<file path="config.mk">
export PLATFORM = sky130hd
export DESIGN_NAME = pmls_top
export DESIGN_NICKNAME = d
export VERILOG_FILES = /design/src/shared/pmls_pkg.sv /design/src/shared/pmls_byte_if.sv /design/src/verilog/pmls_sync.sv /design/src/verilog/pmls_smb_slave.sv /design/src/verilog/pmls_top.sv
export SDC_FILE = /design/constraint.sdc
export NUM_CORES = 1
export LEC_CHECK = 0
export ABC_CLOCK_PERIOD_IN_PS = 2400
export BUFFER_PORTS_ARGS = -buffer_cell sky130_fd_sc_hd__clkbuf_2
export CAP_MARGIN = 20
export CELL_PAD_IN_SITES_DETAIL_PLACEMENT = 0
export CELL_PAD_IN_SITES_GLOBAL_PLACEMENT = 1
export CORE_MARGIN = 2
export CORE_UTILIZATION = 41
export CTS_BUF_LIST = sky130_fd_sc_hd__clkbuf_16
export DETAILED_ROUTE_END_ITERATION = 12
export GPL_ROUTABILITY_DRIVEN = 0
export PLACE_DENSITY_LB_ADDON = 0.1
export SYNTH_ARGS = -nofsm -noshare
export SYNTH_HDL_FRONTEND = slang
export SYNTH_SLANG_ARGS = --single-unit
</file>
<file path="constraint.sdc">
create_clock -name core_clk -period 2.4 [get_ports core_clk]
set_clock_uncertainty 0.1 [all_clocks]
set_input_delay 0.48 -clock core_clk [delete_from_list [all_inputs] [get_ports core_clk]]
set_output_delay 0.48 -clock core_clk [all_outputs]
set_load 0.01 [all_outputs]
</file>
<file path="src/shared/pmls_pkg.sv">
// Package of command codes, reset values and field positions for the limit and status bank
package pmls_pkg;
  localparam logic [6:0]  DEV_ADDR       = 7'h40;    // Bus address of this device
  localparam logic [7:0]  CMD_CLEAR      = 8'h03;    // Clear all latched flags
  localparam logic [7:0]  CMD_FEATURE    = 8'h19;    // Feature report
  localparam logic [7:0]  CMD_OTF_THR    = 8'h4f;    // Over-temperature fault threshold
  localparam logic [7:0]  CMD_OTW_THR    = 8'h51;    // Over-temperature warning threshold
  localparam logic [7:0]  CMD_OVW_THR    = 8'h57;    // Input overvoltage warning threshold
  localparam logic [7:0]  CMD_UVW_THR    = 8'h58;    // Input undervoltage warning threshold
  localparam logic [7:0]  CMD_SUM_BYTE   = 8'h78;    // Summary flags byte
  localparam logic [7:0]  CMD_SUM_WORD   = 8'h79;    // Summary flags word
  localparam logic [7:0]  CMD_INPUT      = 8'h7c;    // Input flags
  localparam logic [7:0]  CMD_TEMP       = 8'h7d;    // Temperature flags
  localparam logic [7:0]  FEATURE_VAL    = 8'hb0;    // Constant feature report
  localparam logic [15:0] OTF_THR_RST    = 16'h0960; // Fault threshold after reset
  localparam logic [15:0] OTW_THR_RST    = 16'h07d0; // Warning threshold after reset
  localparam logic [15:0] OVW_THR_RST    = 16'h0fff; // Overvoltage threshold after reset
  localparam logic [15:0] UVW_THR_RST    = 16'h0000; // Undervoltage threshold after reset
  localparam logic [15:0] THR_HIGH_OFF   = 16'h0fff; // Disables an upper threshold
  localparam logic [15:0] THR_LOW_OFF    = 16'h0000; // Disables a lower threshold
  localparam logic [7:0]  UNMAPPED_VAL   = 8'hff;    // Read data of unknown commands
  localparam int          FLAG_W         = 6;        // Measurement-driven flags
  localparam int          FL_OTF         = 0;        // Over-temperature fault
  localparam int          FL_OTW         = 1;        // Over-temperature warning
  localparam int          FL_OVW         = 2;        // Input overvoltage warning
  localparam int          FL_UVW         = 3;        // Input undervoltage warning
  localparam int          FL_OCW         = 4;        // Input overcurrent warning
  localparam int          FL_OPW         = 5;        // Input overpower warning
  localparam logic        UVF_RST        = 1'b1;     // Input undervolt fault bit at startup
  localparam logic        VSF_RST        = 1'b1;     // Vendor-specific fault bit at startup
  localparam logic        ALERT_RST      = 1'b1;     // Alert driven while startup bits stand
  localparam logic [2:0]  WCNT_CMD_ONLY  = 3'd1;     // Send-byte length
  localparam logic [2:0]  WCNT_WORD      = 3'd3;     // Write-word length
  localparam logic [2:0]  WCNT_MAX       = 3'd7;     // Saturation of byte count
endpackage

</file>
<file path="src/shared/pmls_byte_if.sv">
// Byte-level link between the bus slave and the command bank
`timescale 1ns/100ps
`default_nettype none
interface pmls_byte_if;
  logic       start;    // Start or repeated start seen, pulse
  logic       stop;     // Stop seen, pulse
  logic       rx_valid; // Written byte received and acked, pulse
  logic [7:0] rx_data;  // Received byte
  logic       rd;       // Current address phase was a read, level
  logic       tx_next;  // Host acked a read byte, pulse
  logic [7:0] tx_data;  // Byte the bank offers for the next read slot
  modport slave (output start, stop, rx_valid, rx_data, rd, tx_next, input tx_data);
  modport bank  (input start, stop, rx_valid, rx_data, rd, tx_next, output tx_data);
endinterface
`default_nettype wire

</file>
<file path="src/verilog/pmls_sync.sv">
// Two-stage synchroniser for bus pins
`timescale 1ns/100ps
`default_nettype none
module pmls_sync #(
  parameter int WIDTH = 2
) (
  input  wire logic             core_clk,
  input  wire logic             rstn,
  input  wire logic [WIDTH-1:0] async_in,
  output logic      [WIDTH-1:0] sync_out
);
  logic [WIDTH-1:0] meta_q; // First stage, read only by the second
  // Two flops per bit; idle bus level is high
  always_ff @(posedge core_clk or negedge rstn)
  begin
    if (!rstn)
    begin
      meta_q   <= '1;
      sync_out <= '1;
    end
    else
    begin
      meta_q   <= async_in;
      sync_out <= meta_q;
    end
  end
endmodule
`default_nettype wire

</file>
<file path="src/verilog/pmls_smb_slave.sv">
// Two-wire bus slave: start/stop detection, address match, byte shifting and acks
`timescale 1ns/100ps
`default_nettype none
module pmls_smb_slave
  import pmls_pkg::*;
(
  input  wire logic  core_clk,
  input  wire logic  rstn,
  input  wire logic  scl_i,
  input  wire logic  sda_i,
  output logic       sda_o,
  output logic       sda_oe,
  pmls_byte_if.slave bus
);
  typedef enum {SL_IDLE, SL_ADDR, SL_AACK, SL_RX, SL_RACK, SL_TX, SL_TACK} pmls_sl_t;
  pmls_sl_t   st_q, st_d;            // Bit-level state
  logic [1:0] pin_s;                 // Synchronised {scl, sda}
  logic       scl_p_q, sda_p_q;      // Previous synchronised levels
  logic [3:0] cnt_q, cnt_d;          // Bits in current byte
  logic [7:0] sh_q, sh_d;            // Shift register
  logic       oe_q, oe_d;            // Pull sda low
  logic       rd_q, rd_d;            // Read direction
  logic       st_p_q, st_p_d, sp_p_q, sp_p_d, rxv_q, rxv_d, txn_q, txn_d;
  logic       scl_r, scl_f, start_e, stop_e;
  pmls_sync #(.WIDTH(2)) u_sync (.core_clk(core_clk), .rstn(rstn), .async_in({scl_i, sda_i}), .sync_out(pin_s));
  assign scl_r   = pin_s[1] & ~scl_p_q;
  assign scl_f   = ~pin_s[1] & scl_p_q;
  assign start_e = pin_s[1] & scl_p_q & sda_p_q & ~pin_s[0];
  assign stop_e  = pin_s[1] & scl_p_q & ~sda_p_q & pin_s[0];
  ////////////////////////////////////////////////////////////////////////////
  // Next state: sample on scl rise, drive on scl fall
  always_comb
  begin
    st_d = st_q; cnt_d = cnt_q; sh_d = sh_q; oe_d = oe_q; rd_d = rd_q;
    st_p_d = 1'b0; sp_p_d = 1'b0; rxv_d = 1'b0; txn_d = 1'b0;
    if (start_e)
    begin
      st_d = SL_ADDR; cnt_d = 4'h0; oe_d = 1'b0; rd_d = 1'b0; st_p_d = 1'b1;
    end
    else if (stop_e)
    begin
      st_d = SL_IDLE; oe_d = 1'b0; sp_p_d = 1'b1;
    end
    else if (scl_r)
    begin
      case (st_q)
        SL_ADDR, SL_RX: begin sh_d = {sh_q[6:0], pin_s[0]}; cnt_d = cnt_q + 4'h1; end
        SL_TX:          cnt_d = cnt_q + 4'h1;
        SL_TACK:        if (pin_s[0]) st_d = SL_IDLE; else txn_d = 1'b1; // Nack ends read
        default:        ;
      endcase
    end
    else if (scl_f)
    begin
      case (st_q)
        SL_ADDR:
          if (cnt_q == 4'h8)
          begin
            if (sh_q[7:1] == DEV_ADDR) begin st_d = SL_AACK; oe_d = 1'b1; rd_d = sh_q[0]; end
            else st_d = SL_IDLE; // Not our address
          end
        SL_AACK, SL_TACK:
          if (rd_q) begin st_d = SL_TX; cnt_d = 4'h0; sh_d = bus.tx_data; oe_d = ~bus.tx_data[7]; end
          else begin st_d = SL_RX; cnt_d = 4'h0; oe_d = 1'b0; end
        SL_RX:
          if (cnt_q == 4'h8) begin st_d = SL_RACK; oe_d = 1'b1; rxv_d = 1'b1; end
        SL_RACK: begin st_d = SL_RX; cnt_d = 4'h0; oe_d = 1'b0; end
        SL_TX:
          if (cnt_q == 4'h8) begin st_d = SL_TACK; oe_d = 1'b0; end
          else begin oe_d = ~sh_q[6]; sh_d = {sh_q[6:0], 1'b0}; end
        default: ;
      endcase
    end
  end
  ////////////////////////////////////////////////////////////////////////////
  // Registers
  always_ff @(posedge core_clk or negedge rstn)
  begin
    if (!rstn)
    begin
      st_q <= SL_IDLE; cnt_q <= 4'h0; sh_q <= 8'h00; oe_q <= 1'b0; rd_q <= 1'b0;
      scl_p_q <= 1'b1; sda_p_q <= 1'b1; st_p_q <= 1'b0; sp_p_q <= 1'b0; rxv_q <= 1'b0; txn_q <= 1'b0;
      sda_o <= 1'b0;
    end
    else
    begin
      st_q <= st_d; cnt_q <= cnt_d; sh_q <= sh_d; oe_q <= oe_d; rd_q <= rd_d;
      scl_p_q <= pin_s[1]; sda_p_q <= pin_s[0]; st_p_q <= st_p_d; sp_p_q <= sp_p_d;
      rxv_q <= rxv_d; txn_q <= txn_d;
      sda_o <= 1'b0; // Open drain: only ever pulls low
    end
  end
  assign sda_oe       = oe_q;
  assign bus.start    = st_p_q;
  assign bus.stop     = sp_p_q;
  assign bus.rx_valid = rxv_q;
  assign bus.rx_data  = sh_q;
  assign bus.rd       = rd_q;
  assign bus.tx_next  = txn_q;
endmodule
`default_nettype wire

</file>
<file path="src/verilog/pmls_top.sv">
// Command-addressed limit and status bank with alert output
`timescale 1ns/100ps
`default_nettype none
// Functional notes
// Clear command resets flags and releases alert
// Present condition keeps flag, alert stays
// Feature report reads constant b0
// Temperature above fault threshold sets fault
// Fault threshold 0fff disables, reset 0960
// Temperature above warning threshold sets warning
// Warning threshold 0fff disables, reset 07d0
// Input above overvoltage threshold sets warning
// Overvoltage threshold 0fff disables detection
// Input below undervoltage threshold sets warning
// Undervoltage threshold zero disables, reset zero
// Host uses word transfers for thresholds
// Summary byte layout, bits 7-4 zero
// Flags latched until condition gone, cleared
// Summary word mirrors byte, bits 13,12
// Input and undervolt bits set at startup
// Input flags bits 6,5; bit 7 zero
// Input flags bits 1,0; bits 4-2 zero
// Temperature flags bits 7,6 only
// Compare on every new measurement sample
// Alert held while any flag latched
module pmls_top
  import pmls_pkg::*;
(
  input  wire logic        core_clk,
  input  wire logic        rstn,
  input  wire logic        scl_i,
  input  wire logic        sda_i,
  output logic             sda_o,
  output logic             sda_oe,
  output logic             alert_line_oe,
  input  wire logic [11:0] temp_meas,
  input  wire logic [11:0] supply_input_voltage,
  input  wire logic        meas_valid,
  input  wire logic        overcurrent_cond,
  input  wire logic        overpower_cond
);
  ////////////////////////////////////////////////////////////////////////////
  // Decode helpers
  // Word-wide threshold commands
  function automatic logic is_thr(input logic [7:0] c);
    is_thr = (c == CMD_OTF_THR) || (c == CMD_OTW_THR) || (c == CMD_OVW_THR) || (c == CMD_UVW_THR);
  endfunction
  // Any command this bank answers
  function automatic logic is_known(input logic [7:0] c);
    is_known = is_thr(c) || (c == CMD_CLEAR) || (c == CMD_FEATURE) || (c == CMD_SUM_BYTE)
               || (c == CMD_SUM_WORD) || (c == CMD_INPUT) || (c == CMD_TEMP);
  endfunction
  // Upper limit crossing with its disable code
  function automatic logic above(input logic [11:0] m, input logic [15:0] t);
    above = (t != THR_HIGH_OFF) && ({4'h0, m} > t);
  endfunction

  ////////////////////////////////////////////////////////////////////////////
  // Declarations
  pmls_byte_if bus ();                       // Link to the bus slave
  logic [7:0]        cmd_q, cmd_d;           // Latched command code
  logic [2:0]        wcnt_q, wcnt_d;         // Bytes written since start
  logic [7:0]        wb1_q, wb1_d;           // First data byte (low)
  logic [7:0]        wb2_q, wb2_d;           // Second data byte (high)
  logic              ptr_q, ptr_d;           // Read byte pointer
  logic              past_q, past_d;         // Read ran past the data
  logic [7:0]        tx_q, tx_d;             // Offered read byte
  logic [15:0]       otf_thr_q, otf_thr_d;   // Over-temperature fault threshold
  logic [15:0]       otw_thr_q, otw_thr_d;   // Over-temperature warning threshold
  logic [15:0]       ovw_thr_q, ovw_thr_d;   // Overvoltage warning threshold
  logic [15:0]       uvw_thr_q, uvw_thr_d;   // Undervoltage warning threshold
  logic [FLAG_W-1:0] flag_q, flag_d;         // Latched measurement flags
  logic [FLAG_W-1:0] cond_q, cond_d;         // Condition seen at the last sample
  logic [FLAG_W-1:0] cond_now;               // Condition of the current sample
  logic              comm_fault_q, comm_fault_d;      // Communication fault
  logic              uv_fault_q, uv_fault_d;          // Input undervolt fault bit
  logic              vendor_fault_q, vendor_fault_d;  // Vendor-specific fault bit
  logic              alert_q, alert_d;       // Alert pull-down
  logic              clr;                    // Clear command executes
  logic              wr_exec;                // Write-word executes
  logic              comm_set;               // Bad transaction seen
  logic [7:0]        sum_byte;               // Summary flags byte
  logic [15:0]       sum_word;               // Summary flags word
  logic [7:0]        in_byte;                // Input flags byte
  logic [7:0]        tmp_byte;               // Temperature flags byte
  logic [15:0]       rd_word;                // Word selected by the command

  ////////////////////////////////////////////////////////////////////////////
  // Bus slave
  pmls_smb_slave u_slave (
    .core_clk (core_clk),
    .rstn     (rstn),
    .scl_i    (scl_i),
    .sda_i    (sda_i),
    .sda_o    (sda_o),
    .sda_oe   (sda_oe),
    .bus      (bus)
  );
  assign bus.tx_data = tx_q;

  ////////////////////////////////////////////////////////////////////////////
  // Transaction tracking and command execution at stop
  always_comb
  begin
    cmd_d    = cmd_q;
    wcnt_d   = wcnt_q;
    wb1_d    = wb1_q;
    wb2_d    = wb2_q;
    clr      = 1'b0;
    wr_exec  = 1'b0;
    comm_set = 1'b0;
    // Start or repeated start: count anew, command kept
    if (bus.start)
      wcnt_d = 3'd0;
    else if (bus.rx_valid)
    begin
      // Saturating byte count
      if (wcnt_q != WCNT_MAX)
        wcnt_d = wcnt_q + 3'd1;
      case (wcnt_q)
        3'd0:    cmd_d = bus.rx_data;
        3'd1:    wb1_d = bus.rx_data;
        3'd2:    wb2_d = bus.rx_data;
        default: ;
      endcase
    end
    // Stop ends a transaction
    if (bus.stop)
    begin
      if (bus.rd)
        comm_set = !is_known(cmd_q) || (cmd_q == CMD_CLEAR) || past_q;
      else if (wcnt_q == WCNT_CMD_ONLY && cmd_q == CMD_CLEAR)
        clr = 1'b1;
      else if (wcnt_q == WCNT_WORD && is_thr(cmd_q))
        wr_exec = 1'b1;
      else if (wcnt_q != 3'd0 && !(wcnt_q == WCNT_CMD_ONLY && is_known(cmd_q)))
        comm_set = 1'b1; // Wrong length or unknown command
    end
  end

  ////////////////////////////////////////////////////////////////////////////
  // Threshold registers
  always_comb
  begin
    otf_thr_d = otf_thr_q;
    otw_thr_d = otw_thr_q;
    ovw_thr_d = ovw_thr_q;
    uvw_thr_d = uvw_thr_q;
    if (wr_exec)
    begin
      // Low byte first on the wire
      case (cmd_q)
        CMD_OTF_THR: otf_thr_d = {wb2_q, wb1_q};
        CMD_OTW_THR: otw_thr_d = {wb2_q, wb1_q};
        CMD_OVW_THR: ovw_thr_d = {wb2_q, wb1_q};
        CMD_UVW_THR: uvw_thr_d = {wb2_q, wb1_q};
        default:     ;
      endcase
    end
  end

  ////////////////////////////////////////////////////////////////////////////
  // Limit comparisons on each sample
  always_comb
  begin
    cond_now         = '0;
    cond_now[FL_OTF] = above(temp_meas, otf_thr_q);
    cond_now[FL_OTW] = above(temp_meas, otw_thr_q);
    cond_now[FL_OVW] = above(supply_input_voltage, ovw_thr_q);
    cond_now[FL_UVW] = (uvw_thr_q != THR_LOW_OFF) && ({4'h0, supply_input_voltage} < uvw_thr_q);
    cond_now[FL_OCW] = overcurrent_cond;
    cond_now[FL_OPW] = overpower_cond;
  end

  ////////////////////////////////////////////////////////////////////////////
  // Sticky flags; a set or a standing condition wins over a clear
  always_comb
  begin
    cond_d = meas_valid ? cond_now : cond_q;
    flag_d = (flag_q & ~{FLAG_W{clr}})
             | (meas_valid ? cond_now : '0)
             | (clr ? cond_q : '0);
    comm_fault_d   = (comm_fault_q & ~clr) | comm_set;
    uv_fault_d     = uv_fault_q & ~clr;
    vendor_fault_d = vendor_fault_q & ~clr;
    alert_d = (|flag_d) | comm_fault_d | uv_fault_d | vendor_fault_d;
  end

  ////////////////////////////////////////////////////////////////////////////
  // Status views
  always_comb
  begin
    // Summary byte
    sum_byte = {4'h0, uv_fault_q, flag_q[FL_OTF] | flag_q[FL_OTW], comm_fault_q,
                flag_q[FL_OVW] | flag_q[FL_UVW] | flag_q[FL_OCW] | flag_q[FL_OPW] | vendor_fault_q};
    // Summary word: input summary, vendor bit, mirrored low byte
    sum_word = {2'b00, uv_fault_q | flag_q[FL_OVW] | flag_q[FL_UVW] | flag_q[FL_OCW] | flag_q[FL_OPW],
                vendor_fault_q, 4'h0, sum_byte};
    // Input flags
    in_byte  = {1'b0, flag_q[FL_OVW], flag_q[FL_UVW], 3'b000, flag_q[FL_OCW], flag_q[FL_OPW]};
    // Temperature flags
    tmp_byte = {flag_q[FL_OTF], flag_q[FL_OTW], 6'h00};
  end

  ////////////////////////////////////////////////////////////////////////////
  // Read data: pointer and offered byte
  always_comb
  begin
    ptr_d  = ptr_q;
    past_d = past_q;
    if (bus.start)
    begin
      ptr_d  = 1'b0;
      past_d = 1'b0;
    end
    else if (bus.tx_next)
    begin
      past_d = past_q | ptr_q;
      ptr_d  = 1'b1;
    end
    // Word selected by command
    case (cmd_q)
      CMD_FEATURE:  rd_word = {8'h00, FEATURE_VAL};
      CMD_OTF_THR:  rd_word = otf_thr_q;
      CMD_OTW_THR:  rd_word = otw_thr_q;
      CMD_OVW_THR:  rd_word = ovw_thr_q;
      CMD_UVW_THR:  rd_word = uvw_thr_q;
      CMD_SUM_BYTE: rd_word = {8'h00, sum_byte};
      CMD_SUM_WORD: rd_word = sum_word;
      CMD_INPUT:    rd_word = {8'h00, in_byte};
      CMD_TEMP:     rd_word = {8'h00, tmp_byte};
      default:      rd_word = {UNMAPPED_VAL, UNMAPPED_VAL};
    endcase
    // Low byte first, then high, then filler
    if (past_d)
      tx_d = UNMAPPED_VAL;
    else if (ptr_d)
      tx_d = rd_word[15:8];
    else
      tx_d = rd_word[7:0];
  end

  ////////////////////////////////////////////////////////////////////////////
  // State registers
  always_ff @(posedge core_clk or negedge rstn)
  begin
    if (!rstn)
    begin
      cmd_q          <= 8'h00;
      wcnt_q         <= 3'd0;
      wb1_q          <= 8'h00;
      wb2_q          <= 8'h00;
      ptr_q          <= 1'b0;
      past_q         <= 1'b0;
      tx_q           <= 8'h00;
      otf_thr_q      <= OTF_THR_RST;
      otw_thr_q      <= OTW_THR_RST;
      ovw_thr_q      <= OVW_THR_RST;
      uvw_thr_q      <= UVW_THR_RST;
      flag_q         <= '0;
      cond_q         <= '0;
      comm_fault_q   <= 1'b0;
      uv_fault_q     <= UVF_RST;
      vendor_fault_q <= VSF_RST;
      alert_q        <= ALERT_RST;
    end
    else
    begin
      cmd_q          <= cmd_d;
      wcnt_q         <= wcnt_d;
      wb1_q          <= wb1_d;
      wb2_q          <= wb2_d;
      ptr_q          <= ptr_d;
      past_q         <= past_d;
      tx_q           <= tx_d;
      otf_thr_q      <= otf_thr_d;
      otw_thr_q      <= otw_thr_d;
      ovw_thr_q      <= ovw_thr_d;
      uvw_thr_q      <= uvw_thr_d;
      flag_q         <= flag_d;
      cond_q         <= cond_d;
      comm_fault_q   <= comm_fault_d;
      uv_fault_q     <= uv_fault_d;
      vendor_fault_q <= vendor_fault_d;
      alert_q        <= alert_d;
    end
  end
  assign alert_line_oe = alert_q;
endmodule
`default_nettype wire

</file>
==> results.cfg <==
[run_status]
status = finished, violations left
violations = setup timing

[power]
p_total_w = 0.00571
p_leak_nw = 4.59
power.share.switching_pct = 24.5
p_sw_w = 0.00140
combPwrFrac_pct = 6.8
peakVddDrop_mv = 0.475
clkPwrFrac_pct = 47.3
seqPwrFrac_pct = 45.9
p_per_area_mw_per_mm2 = 570
p_int_w = 0.00431

[setup_path]
cpLargestDelayFamily = simple AND/OR/NAND/NOR gates
arrival_ns = 2.83
critical_path_buf_inv_count = 2
crit_fanout = 2
worst-r2r-cell-count = 10
r2r-start = otw_thr_q[4]
reg2reg_to = alert_line_oe
critPathKind = reg2reg
crit_chain = inv_1 > ha_1 > a21o_1 > nand3_2 > a21oi_2 > o41ai_2 > buf_4 > o211ai_1 > nand4b_1 > or4_1
cp_slowest_stage_delay_ns = 0.56
crit_slowest_cell = dfstp_2
cp-start-kind = flip-flop
worstPathRequired_ns = 2.63
r2r_setup_slack_ns = -0.20
crit_path_end_kind = flip-flop

[floorplan]
die_w_um = 143
die_y_um = 143
start_util_pct = 41.9
pin_count = 34
dieArea_mm2 = 0.0204
core_mm2 = 0.0188
num_rows = 50

[logic_synthesis]
syn_nets = 841
yosysWarningCount = 0
synthArstFlopShare_pct = 100
yosys-top-cells-area = dfrtp_1, dfstp_2, ha_1
synth_top_area_share_pct = 35.8
ys_seq_area_share_pct = 46.1
yosys.cell_types.count = 61
synth_edf_count = 0
synth_top_area_cell = dfrtp_1
synth_area_per_cell_um2 = 10.5
ys_ff_latch = 144
synth_cells = 752
synth_commonest_cells = dfrtp_1, inv_1, ha_1
syn-cell-area_mm2 = 0.00790
yosysMostFrequentCell = dfrtp_1
ys.flop_type = dfrtp_1

[timing]
fin_crit_sh_pct = 108
period_minus_slack_ns = 2.60
tightest_slew_ns = 0.585
setup_viol = 1
worst_slack_ns = -0.196
hold_viol_final = 0
fin_hold_ws_ns = 0.0358
max_slew_margin_pct = 60.6
finalMaxSlewViolations = 0
max_freq_ghz = 0.385
grt_setup_unrepaired = yes

[min_path]
worstHoldStart = sda_i
worstHoldPathCells = 1
hp-class = in2reg
min_to = u_slave.u_sync.meta_q[0]

[clock_tree]
clockBufferDepth = 2
htreeDepth = 4
clock_latency_ns = 0.42
cts_inserted_buffers = 17
cts_sinks = 144
path_clk_slew_ns = 0.06
cts_root_buf = clkbuf_16
cts_tree = yes

[placement]
dp_slack_ns = -0.420
place_inst = 1133
hpwl_um = 17800
dpl_cell_area_mm2 = 0.00923
numPortBuffers = 32

[routing]
drt-met1-wl_um = 10400
vias_per_cell = 5.52
antenna_left = 0
wl_met2_um = 10800
post_drt_wl_per_cell_um = 19.6
wirelength_um = 22900
vias = 6449
drtPass1Iterations = 5
drc = 0
drt_iter0_drc = 513
wl_met3_um = 1110
topRoutingLayerUsed = met4

[flow_run]
max-cap-violations = 0

[final_layout]
instances_no_fill = 1169
n_antenna_cell = 0
fin_nets = 985
drive_gt1_share_pct = 31.5
fin_area_mm2 = 0.0100
areaGrowthSynthToFinish_pct = 26.9

[global_route]
grt-ovfl-total = 0
grt_pass1_vias = 6708
grt_pass1_wl_um = 36800
grt_antenna_before_repair = 0
grt_usage_pct = 23.9
grt_max_degree = 51
==> state kept, by name, summed over array words and instances, names as in the netlist, 4 cells and up <==
signal               cells
wb2_q                    8
cmd_q                    8
u_slave.bus.rx_data      8
bus.tx_data              8
u_slave.cnt_q            4
flag_q                   6
wb1_q                    8
ovw_thr_q               16
otw_thr_q               16
cond_q                   6
otf_thr_q               16
uvw_thr_q               16
==> layout make-up <==
class,count,area [µm²]
clock buffers,17,425
clock inverters,15,170
fillers,1671,8810
inverters,61,229
multi-input cells,523,4110
flip-flops and latches,144,3640
well taps,260,325
repair buffers,149,1110
==> power by group through the flow <==
stage	registers [W]	clock network [W]	logic (W)
floorplan	0.00259	0	0.000195
global placement	0.00266	0	0.000346
detailed placement	0.00266	0	0.000367
CTS	0.00262	0.00274	0.000378
global route	0.00263	0.00288	0.000446
finish	0.00262	0.00270	0.000388
==> logic make-up after synthesis <==
group | synth area share, %
buffers and inverters | 4.17
muxes | 13.8
AOI/OAI and AO/OA | 12.2
xor gates and xnor gates | 0.111
and+or+nand+nor | 14.3
adders and majority gates | 9.19
other | 0.0475
DFF | 46.1
==> worst max-delay path by stage <==
stage | start | end | cells after the start
floorplan | temp_meas[1] | alert_line_oe | 8
global placement | temp_meas[1] | alert_line_oe | 9
detailed placement | temp_meas[1] | alert_line_oe | 9
CTS | ovw_thr_q[1] | alert_line_oe | 9
global route | otw_thr_q[10] | alert_line_oe | 10
finish | otw_thr_q[4] | alert_line_oe | 10
==> per-stage QoR <==
| stage | setup TNS, ns | util [%] |
|---|---|---|
| 4_1_cts | -0.315 | 52.5 |
| 6_report | -0.196 | 53.2 |
| 5_1_grt | -0.287 | 53.2 |
| 3_5_place_dp | -0.886 | 49.0 |
| 2_1_floorplan | 0 | - |
| 3_3_place_gp | -0.779 | 49.0 |
==> timing repair <==
| item | 4_1_cts | 5_1_grt |
|---|---|---|
| endpoints found under the hold margin | 38 | 0 |
| gates resized for setup | 8 | 20 |
| pin swaps | 12 | 17 |
| setup endpoints to repair | 3 | 3 |
| hold buffers | 1 | 0 |
| setup buffers | 1 | 2 |
==> layout by cell type, fill, tap and decap left out, types with 10 or more instances in the layout <==
cell type,Yosys,final
dfrtp_1,113,113
buf_4,1,110
inv_1,61,58
nand2_1,57,57
ha_1,58,49
mux2_2,45,45
mux2_1,44,44
nor2_1,40,40
a21oi_1,37,33
o21ai_0,33,32
dfstp_2,31,31
clkbuf_2,0,31
nand4_1,22,22
a22oi_1,18,18
clkbuf_16,0,17
nand3_1,17,16
nor2b_1,13,12
o21ai_1,10,11
nor4_1,11,10
==> routing by layer <==
layer,up-vias,global-route usage [%]
met1,3210,31.8
li1,3027,-
met5,-,0
met3,41,5.23
met4,0,8.08
met2,171,38.9
Note: power is estimated with default switching activity, not from simulation.
